==> src/shared/ptd_defines.vh <==
// constants for the time-of-day supply that feeds a mac's timestamp inputs
// assumes a single 200 mhz system clock that is also the mac transmit clock
`ifndef PTD_DEFINES_VH
`define PTD_DEFINES_VH

`define PTD_WIDE_W        96
`define PTD_NARROW_W      64
`define PTD_SEC_W         48
`define PTD_NS_W          32
`define PTD_FRAC_W        16
`define PTD_NNS_W         48
`define PTD_SEC_MSB       95
`define PTD_SEC_LSB       48
`define PTD_NS_MSB        47
`define PTD_NS_LSB        16
`define PTD_FRAC_MSB      15
`define PTD_NNS_MSB       63
`define PTD_NNS_LSB       16
`define PTD_CLK_PERIOD_NS 5
`define PTD_NS_PER_SEC    32'h3b9aca00
`define PTD_STEP_NS       32'h00000005
`define PTD_STEP_FRAC     16'h0000
`define PTD_SYNC_CYCLES   8'h3f
`define PTD_SYNC_CNT_W    8
`define PTD_MODE_SINGLE   1'b0
`define PTD_MODE_SHARED   1'b1

`endif

==> src/rtl/ptd_time_clock.v <==
// one time-of-day counter holding both the 96-bit and the 64-bit format
// assumes the period reset and the load strobes are synchronous to i_sys_clk
`timescale 1ns/10ps
`include "ptd_defines.vh"

module ptd_time_clock (
  input  wire                      i_sys_clk,
  input  wire                      i_rst_b,
  input  wire                      i_period_rst_b,
  input  wire                      i_load_wide,
  input  wire [`PTD_WIDE_W-1:0]    i_wide_value,
  input  wire                      i_load_narrow,
  input  wire [`PTD_NARROW_W-1:0]  i_narrow_value,
  output reg  [`PTD_WIDE_W-1:0]    o_wide_time_value,
  output reg  [`PTD_NARROW_W-1:0]  o_narrow_time_value
);

  reg  [`PTD_FRAC_W:0]   frac_sum;
  reg  [`PTD_NS_W:0]     ns_sum;
  reg  [`PTD_SEC_W-1:0]  sec_next;
  reg  [`PTD_NS_W-1:0]   ns_next;
  reg  [`PTD_FRAC_W:0]   nfrac_sum;
  reg  [`PTD_NNS_W-1:0]  nns_next;

  // the nanosecond field wraps at one second into the seconds field
  always @* begin
    frac_sum  = {1'b0, o_wide_time_value[`PTD_FRAC_MSB:0]} + {1'b0, `PTD_STEP_FRAC};
    ns_sum    = {1'b0, o_wide_time_value[`PTD_NS_MSB:`PTD_NS_LSB]} + {1'b0, `PTD_STEP_NS}
                + {{`PTD_NS_W{1'b0}}, frac_sum[`PTD_FRAC_W]};
    sec_next  = o_wide_time_value[`PTD_SEC_MSB:`PTD_SEC_LSB];
    ns_next   = ns_sum[`PTD_NS_W-1:0];
    if (ns_sum >= {1'b0, `PTD_NS_PER_SEC}) begin
      ns_next  = ns_sum[`PTD_NS_W-1:0] - `PTD_NS_PER_SEC;
      sec_next = sec_next + {{(`PTD_SEC_W-1){1'b0}}, 1'b1};
    end
    nfrac_sum = {1'b0, o_narrow_time_value[`PTD_FRAC_MSB:0]} + {1'b0, `PTD_STEP_FRAC};
    nns_next  = o_narrow_time_value[`PTD_NNS_MSB:`PTD_NNS_LSB]
                + {{(`PTD_NNS_W-`PTD_NS_W){1'b0}}, `PTD_STEP_NS}
                + {{(`PTD_NNS_W-1){1'b0}}, nfrac_sum[`PTD_FRAC_W]};
  end

  // a fresh value every cycle; period reset holds the count at zero
  always @(posedge i_sys_clk or negedge i_rst_b) begin
    if (!i_rst_b) begin
      o_wide_time_value   <= {`PTD_WIDE_W{1'b0}};
      o_narrow_time_value <= {`PTD_NARROW_W{1'b0}};
    end else if (!i_period_rst_b) begin
      o_wide_time_value   <= {`PTD_WIDE_W{1'b0}};
      o_narrow_time_value <= {`PTD_NARROW_W{1'b0}};
    end else begin
      if (i_load_wide)
        o_wide_time_value <= i_wide_value;
      else
        o_wide_time_value <= {sec_next, ns_next, frac_sum[`PTD_FRAC_W-1:0]};
      if (i_load_narrow)
        o_narrow_time_value <= i_narrow_value;
      else
        o_narrow_time_value <= {nns_next, nfrac_sum[`PTD_FRAC_W-1:0]};
    end
  end

endmodule

==> src/rtl/ptd_tod_supply.v <==
// time-of-day supply: master, transmit and receive time clocks with format synchronizers
// assumes i_sys_clk is the mac transmit clock output and that all inputs are synchronous to it;
// the mac receive clock arrives as a plain level sampled on i_sys_clk
`timescale 1ns/10ps
`include "ptd_defines.vh"

module ptd_tod_supply (
  input  wire                      i_sys_clk,
  input  wire                      i_rst_b,
  input  wire                      i_tx_rst_b,
  input  wire                      i_rx_rst_b,
  input  wire                      i_rx_mac_clk,
  input  wire                      i_wide_en,
  input  wire                      i_narrow_en,
  input  wire                      i_shared_master,
  input  wire                      i_set_time,
  input  wire [`PTD_WIDE_W-1:0]    i_set_wide_value,
  input  wire [`PTD_NARROW_W-1:0]  i_set_narrow_value,
  output reg  [`PTD_WIDE_W-1:0]    o_transmit_wide_time_in,
  output reg  [`PTD_NARROW_W-1:0]  o_transmit_narrow_time_in,
  output reg  [`PTD_WIDE_W-1:0]    o_receive_wide_time_in,
  output reg  [`PTD_NARROW_W-1:0]  o_receive_narrow_time_in,
  output reg                       o_rx_aligned
);

  localparam [1:0] ST_IDLE  = 2'b00;
  localparam [1:0] ST_WAIT  = 2'b01;
  localparam [1:0] ST_ALIGN = 2'b10;

  wire [`PTD_WIDE_W-1:0]   mst_wide;
  wire [`PTD_NARROW_W-1:0] mst_narrow;
  wire [`PTD_WIDE_W-1:0]   txs_wide;
  wire [`PTD_NARROW_W-1:0] txs_narrow;
  wire [`PTD_WIDE_W-1:0]   rxs_wide;
  wire [`PTD_NARROW_W-1:0] rxs_narrow;

  reg  [1:0]                   state_reg;
  reg  [1:0]                   state_next;
  reg  [`PTD_SYNC_CNT_W-1:0]   sync_cnt_reg;
  reg  [`PTD_SYNC_CNT_W-1:0]   sync_cnt_next;
  reg                          rx_clk_d_reg;
  reg                          mode_reg;
  wire                         rx_edge;
  wire                         sync_pulse;
  wire                         rx_load_wide;
  wire                         rx_load_narrow;
  wire                         tx_load_wide;
  wire                         tx_load_narrow;
  wire [`PTD_WIDE_W-1:0]       tx_wide_src;
  wire [`PTD_NARROW_W-1:0]     tx_narrow_src;

  wire [`PTD_WIDE_W-1:0]       slave_wide_src;
  wire [`PTD_NARROW_W-1:0]     slave_narrow_src;
  // master value one step ahead, used only for alignment loads
  wire [`PTD_WIDE_W-1:0]       mst_wide_ahead;
  wire [`PTD_NARROW_W-1:0]     mst_narrow_ahead;
  reg  [`PTD_FRAC_W:0]         ahead_frac_sum;
  reg  [`PTD_NS_W:0]           ahead_ns_sum;
  reg  [`PTD_SEC_W-1:0]        ahead_sec;
  reg  [`PTD_NS_W-1:0]         ahead_ns;
  reg  [`PTD_FRAC_W:0]         ahead_nfrac_sum;
  reg  [`PTD_NNS_W-1:0]        ahead_nns;

  // receive clock edges are seen as a one-cycle enable, never as a clock
  assign rx_edge = i_rx_mac_clk & ~rx_clk_d_reg;

  // master sits on the transmit clock and its period reset on the transmit reset
  ptd_time_clock u_master (
    .i_sys_clk           (i_sys_clk),
    .i_rst_b             (i_rst_b),
    .i_period_rst_b      (i_tx_rst_b),
    .i_load_wide         (i_set_time),
    .i_wide_value        (i_set_wide_value),
    .i_load_narrow       (i_set_time),
    .i_narrow_value      (i_set_narrow_value),
    .o_wide_time_value   (mst_wide),
    .o_narrow_time_value (mst_narrow)
  );

  // slaves load the value the master takes at this same edge; loading its present value
  // would leave every slave one step behind after each alignment
  always @* begin
    ahead_frac_sum = {1'b0, mst_wide[`PTD_FRAC_MSB:0]} + {1'b0, `PTD_STEP_FRAC};
    ahead_ns_sum   = {1'b0, mst_wide[`PTD_NS_MSB:`PTD_NS_LSB]} + {1'b0, `PTD_STEP_NS}
                     + {{`PTD_NS_W{1'b0}}, ahead_frac_sum[`PTD_FRAC_W]};
    ahead_sec      = mst_wide[`PTD_SEC_MSB:`PTD_SEC_LSB];
    ahead_ns       = ahead_ns_sum[`PTD_NS_W-1:0];
    if (ahead_ns_sum >= {1'b0, `PTD_NS_PER_SEC}) begin
      ahead_ns  = ahead_ns_sum[`PTD_NS_W-1:0] - `PTD_NS_PER_SEC;
      ahead_sec = ahead_sec + {{(`PTD_SEC_W-1){1'b0}}, 1'b1};
    end
  end

  // the 64-bit count has no one-second wrap, so it needs no seconds carry
  always @* begin
    ahead_nfrac_sum = {1'b0, mst_narrow[`PTD_FRAC_MSB:0]} + {1'b0, `PTD_STEP_FRAC};
    ahead_nns       = mst_narrow[`PTD_NNS_MSB:`PTD_NNS_LSB]
                      + {{(`PTD_NNS_W-`PTD_NS_W){1'b0}}, `PTD_STEP_NS}
                      + {{(`PTD_NNS_W-1){1'b0}}, ahead_nfrac_sum[`PTD_FRAC_W]};
  end

  assign mst_wide_ahead   = {ahead_sec, ahead_ns, ahead_frac_sum[`PTD_FRAC_W-1:0]};
  assign mst_narrow_ahead = {ahead_nns, ahead_nfrac_sum[`PTD_FRAC_W-1:0]};

  // a set request overrides an alignment in the same cycle
  assign slave_wide_src   = i_set_time ? i_set_wide_value : mst_wide_ahead;
  assign slave_narrow_src = i_set_time ? i_set_narrow_value : mst_narrow_ahead;

  // a separate wide and a separate narrow alignment per slave, one format each
  assign sync_pulse     = (state_reg == ST_ALIGN);
  assign tx_load_wide   = sync_pulse & i_wide_en & (mode_reg == `PTD_MODE_SHARED);
  assign tx_load_narrow = sync_pulse & i_narrow_en & (mode_reg == `PTD_MODE_SHARED);
  assign rx_load_wide   = (sync_pulse | i_set_time) & i_wide_en;
  assign rx_load_narrow = (sync_pulse | i_set_time) & i_narrow_en;

  // transmit slave is only aligned and used in the shared-master arrangement
  ptd_time_clock u_tx_slave (
    .i_sys_clk           (i_sys_clk),
    .i_rst_b             (i_rst_b),
    .i_period_rst_b      (i_tx_rst_b),
    .i_load_wide         (tx_load_wide | i_set_time),
    .i_wide_value        (slave_wide_src),
    .i_load_narrow       (tx_load_narrow | i_set_time),
    .i_narrow_value      (slave_narrow_src),
    .o_wide_time_value   (txs_wide),
    .o_narrow_time_value (txs_narrow)
  );

  // receive slave: period reset from the receive reset source
  ptd_time_clock u_rx_slave (
    .i_sys_clk           (i_sys_clk),
    .i_rst_b             (i_rst_b),
    .i_period_rst_b      (i_rx_rst_b),
    .i_load_wide         (rx_load_wide),
    .i_wide_value        (slave_wide_src),
    .i_load_narrow       (rx_load_narrow),
    .i_narrow_value      (slave_narrow_src),
    .o_wide_time_value   (rxs_wide),
    .o_narrow_time_value (rxs_narrow)
  );

  // single arrangement: master feeds transmit directly
  assign tx_wide_src   = (mode_reg == `PTD_MODE_SHARED) ? txs_wide : mst_wide;
  assign tx_narrow_src = (mode_reg == `PTD_MODE_SHARED) ? txs_narrow : mst_narrow;

  // periodic realignment; the slave reset stalls it so a held receive side is not loaded
  always @* begin
    state_next    = state_reg;
    sync_cnt_next = sync_cnt_reg;
    case (state_reg)
      ST_IDLE: begin
        if (i_tx_rst_b && i_rx_rst_b) begin
          state_next    = ST_WAIT;
          sync_cnt_next = {`PTD_SYNC_CNT_W{1'b0}};
        end
      end
      ST_WAIT: begin
        if (!i_tx_rst_b || !i_rx_rst_b)
          state_next = ST_IDLE;
        else if (sync_cnt_reg == `PTD_SYNC_CYCLES)
          state_next = ST_ALIGN;
        else
          sync_cnt_next = sync_cnt_reg + {{(`PTD_SYNC_CNT_W-1){1'b0}}, 1'b1};
      end
      ST_ALIGN: begin
        sync_cnt_next = {`PTD_SYNC_CNT_W{1'b0}};
        state_next    = (i_tx_rst_b && i_rx_rst_b) ? ST_WAIT : ST_IDLE;
      end
      default: begin
        state_next    = ST_IDLE;
        sync_cnt_next = {`PTD_SYNC_CNT_W{1'b0}};
      end
    endcase
  end

  always @(posedge i_sys_clk or negedge i_rst_b) begin
    if (!i_rst_b) begin
      state_reg    <= ST_IDLE;
      sync_cnt_reg <= {`PTD_SYNC_CNT_W{1'b0}};
      // starts at the receive clock's idle low level, so release shows no false edge
      rx_clk_d_reg <= 1'b0;
      mode_reg     <= `PTD_MODE_SINGLE;
      o_rx_aligned <= 1'b0;
    end else begin
      state_reg    <= state_next;
      sync_cnt_reg <= sync_cnt_next;
      rx_clk_d_reg <= i_rx_mac_clk;
      // mode only changes while the transmit side is held in period reset, so no half-aligned switch
      if (!i_tx_rst_b)
        mode_reg <= i_shared_master;
      if (state_reg == ST_IDLE)
        o_rx_aligned <= 1'b0;
      else if (sync_pulse)
        o_rx_aligned <= 1'b1;
    end
  end

  // transmit outputs refresh every cycle; unused format reads zero
  always @(posedge i_sys_clk or negedge i_rst_b) begin
    if (!i_rst_b) begin
      o_transmit_wide_time_in   <= {`PTD_WIDE_W{1'b0}};
      o_transmit_narrow_time_in <= {`PTD_NARROW_W{1'b0}};
    end else begin
      o_transmit_wide_time_in   <= i_wide_en ? tx_wide_src : {`PTD_WIDE_W{1'b0}};
      o_transmit_narrow_time_in <= i_narrow_en ? tx_narrow_src : {`PTD_NARROW_W{1'b0}};
    end
  end

  // receive outputs refresh on each rising receive clock edge
  always @(posedge i_sys_clk or negedge i_rst_b) begin
    if (!i_rst_b) begin
      o_receive_wide_time_in   <= {`PTD_WIDE_W{1'b0}};
      o_receive_narrow_time_in <= {`PTD_NARROW_W{1'b0}};
    end else if (rx_edge) begin
      o_receive_wide_time_in   <= i_wide_en ? rxs_wide : {`PTD_WIDE_W{1'b0}};
      o_receive_narrow_time_in <= i_narrow_en ? rxs_narrow : {`PTD_NARROW_W{1'b0}};
    end
  end

  // the shared reference clock for the pll and mac is board wiring and has no logic here

endmodule

==> config.mk <==
export PLATFORM = sky130hd
export DESIGN_NAME = ptd_tod_supply
export DESIGN_NICKNAME = d
export VERILOG_FILES = /design/src/rtl/ptd_time_clock.v /design/src/rtl/ptd_tod_supply.v
export VERILOG_INCLUDE_DIRS = /design/src /design/src/shared
export SDC_FILE = /design/constraint.sdc
export NUM_CORES = 2
export LEC_CHECK = 0
export ABC_AREA = 0
export ABC_CLOCK_PERIOD_IN_PS = 4250
export BUFFER_PORTS_ARGS = -buffer_cell sky130_fd_sc_hd__buf_4
export CAP_MARGIN = 20
export CORE_MARGIN = 8
export CORE_UTILIZATION = 59
export CTS_CLUSTER_DIAMETER = 50
export DETAILED_ROUTE_END_ITERATION = 12
export GPL_TIMING_DRIVEN = 1
export MAX_ROUTING_LAYER = met4
export PLACE_DENSITY = 0.79
export SKIP_CTS_REPAIR_TIMING = 1
export SLEW_MARGIN = 20
export SYNTH_ARGS = -nofsm -noshare
export SYNTH_HDL_FRONTEND = slang
export SYNTH_SLANG_ARGS = --single-unit
==> constraint.sdc <==
create_clock -name i_sys_clk -period 4.25 [get_ports i_sys_clk]
set_input_delay 1.275 -clock i_sys_clk [delete_from_list [all_inputs] [get_ports i_sys_clk]]
set_output_delay 1.275 -clock i_sys_clk [all_outputs]
set_load 0.005 [all_outputs]
==> results.yml <==
outcome:
  status: "complete, no violations"
floorplan:
  dieArea_um2: 81800
  initial_core_util_pct: 59.2
  die_width_um: 286
  coreArea_um2: 72600
  rows: 99
  die_y_um: 286
  pin_count: 490
placement:
  place_congestion: 0.981
  place_area_um2: 48400
  port_buffers: 489
  placed_cells: 6016
  hpwl_um: 107000
pwr:
  total_power_uw: 21600
  p_per_area_nw_per_um2: 416
  vdd_ir_drop_max_mv: 0.336
  p_leak_uw: 0.0231
yosys:
  yosysWarnings: 0
  synth-edff-count: 0
  ys_dominant_reg_cell: "dfrtp_1"
  avgSynthCellArea_um2: 9.14
  synthArstFlopShare_pct: 100
  yosys-top-cells-area: "dfrtp_1 47%, nand2_1 5.4%, mux2i_1 5.1%, nor2_1 4.5%, xnor2_1 4.0%"
  ys_seq_area_share_pct: 47.3
  synth_area_leader_cell: "dfrtp_1"
  syn_area_um2: 43000
  ys_top_cells_by_count: "813 x dfrtp_1, 614 x nand2_1, 520 x nor2_1, 315 x o21ai_0, 229 x clkbuf_1"
  yosys.area.top_type_share_pct: 47.3
  synth_nets: 4889
  syn_inst: 4704
  yosysMostFrequentCell: "dfrtp_1"
  synth_seq_cells: 813
  synth.distinct_cells: 90
route:
  viasPerCell: 6.21
  drc: 0
  final_antenna_net_count: 0
  drt_iter0_drc: 4330
  drt-total-wl_um: 147000
  dr_total_vias: 38500
  first_pass_iters: 6
  wl_per_cell_um: 23.8
critical_path:
  cp-start-kind: "register"
  worstSetupEndpointType: "register"
  cp.arrival_ns: 4.75
  crit_fanout: 16
  cp_data_required_time_ns: 4.85
  crit_type: "reg -> reg"
finish:
  drive_gt1_share_pct: 17.9
  final_nets: 5342
  area_growth_pct: 20.8
  stdcell_area_um2: 51900
  finalCoreUtilization_pct: 71.5
  instances_no_fill: 6198
grt:
  antenna_found_initial: 3
  grt_pass1_wl_um: 227000
  grt_max_degree: 102
  grt_usage_pct: 36.2
  grt_pass1_vias: 37500
  grt-ovfl-total: 0
hold_path:
  hold_class: "reg -> reg"
timing:
  max_freq_ghz: 0.241
  finClkSkew_ns: 0.0539
  finalSetupViolCount: 0
  hold_viol: 0
  fin_crit_sh_pct: 97.6
  drv_slew: 0
  tns_ns: 0
  slew_headroom_pct: 29.5
  min_period_ns: 4.15
  tightest_slew_ns: 1.06
clock_network:
  clkSinkCount: 813
  htreeDepth: 3
  cts_made_buffers: 95
  cts.path.max_buffers: 3
  cts-root-buf: "clkbuf_16"
  cts.clk_slew.worst_paths_ns: 0.06
  cts_tree: "done"
  clk_latency_ns: 0.68
run:
  drv_cap: 0
final cells by class:
cell class | count | area, µm²
clock buffers | 125 | 2720
well taps | 959 | 1200
inverters | 50 | 198
clock inverters | 50 | 671
flip-flops and latches | 813 | 20400
fillers | 5448 | 20700
multi-input cells | 3516 | 21300
diodes | 4 | 10.0
repair buffers | 681 | 5460
power breakdown:
part	switching, µW	leakage (µW)	internal, µW
clock	3520	0.00166	5180
sequential	659	0.0109	8300
combinational	2330	0.0105	1600
total	6500	0.0231	15100
critical path: stages, from the launching register on:
cell      delay [ns]
dfrtp_1         0.52
nand3_1         0.25
or2_2           0.36
o32a_1          0.38
a221o_1         0.29
or4_1           0.53
a41oi_2         0.31
buf_12          0.20
nand3_1         0.16
or3b_1          0.47
a211oi_4        0.28
or3_1           0.17
o311a_1         0.15
path summary, 6_finish.rpt:
path / slack, ns / endpoint / start / depth (start not counted)
max: 0.10 / u_rx_slave.o_wide_time_value[80]$_DFFE_PN0P_ / u_master.o_wide_time_value[26]$_DFF_PN0_ / 12
min: 0.48 / o_receive_wide_time_in[68]$_DFFE_PN0P_ / o_receive_wide_time_in[68]$_DFFE_PN0P_ / 2
max reg2reg: 0.10 / u_rx_slave.o_wide_time_value[80]$_DFFE_PN0P_ / u_master.o_wide_time_value[26]$_DFF_PN0_ / 12
min reg2reg: 0.48 / o_receive_wide_time_in[68]$_DFFE_PN0P_ / o_receive_wide_time_in[68]$_DFFE_PN0P_ / 2
max in group asynchronous: 2.57 / u_master.o_narrow_time_value[38]$_DFF_PN0_ / i_rst_b / 2
min in group asynchronous: 0.58 / o_receive_wide_time_in[11]$_DFFE_PN0P_ / i_rst_b / 1
metal layers:
metal	vias to the layer above	wire [µm]	GRT usage, %
met3	342	15900	9.11
met4	0	4970	11.7
met1	18700	60100	48.6
met2	2111	66500	53.8
met5	-	0	-
li1	17300	-	-
placed cells by master (no fill, tap or decap), types with 11 or more instances in the layout:
cell       synthesis  final
nand4_1           92     92
nor2b_1          173    173
or2_2             12     12
nor2_1           520    517
o21a_1            22     20
a31oi_1           22     20
nand3_1          169    169
nor3_1            62     61
buf_12             0     26
a221oi_1          28     28
dfrtp_1          813    808
mux2i_1          218    217
a21oi_1          173    173
inv_1             50     47
and3_1            81     81
o21ai_0          315    310
o211ai_1          19     19
clkbuf_8           0     22
o22ai_1           23     23
or3_1             28     28
clkinv_2           0     15
a21o_1            11     11
xor2_1           192    191
a211oi_1         192    190
clkbuf_16          0     96
buf_4              6    651
ha_1              16     16
mux2_2            11     11
nor4_1            30     29
and2_1            52     52
nand2b_1          25     24
xnor2_1          198    198
and4_1            22     21
nand2_1          614    612
through the flow:
stage               hold WS [ns]  setup WS [ns]
global placement           0.463        -0.0211
detailed placement         0.471        -0.0757
finish                     0.479          0.103
global route               0.496        -0.0140
floorplan                  0.473          0.633
CTS                        0.484         -0.121
cells by family after synthesis:
family | count (synthesis) | synth area share, %
compound gates | 922 | 13.5
fa+ha+maj | 16 | 0.465
buf+inv | 375 | 3.50
mux | 230 | 5.39
simple gates | 1958 | 21.9
xor+xnor | 390 | 7.94
flops | 813 | 47.3
No activity file was read; power rests on OpenSTA's default activity.
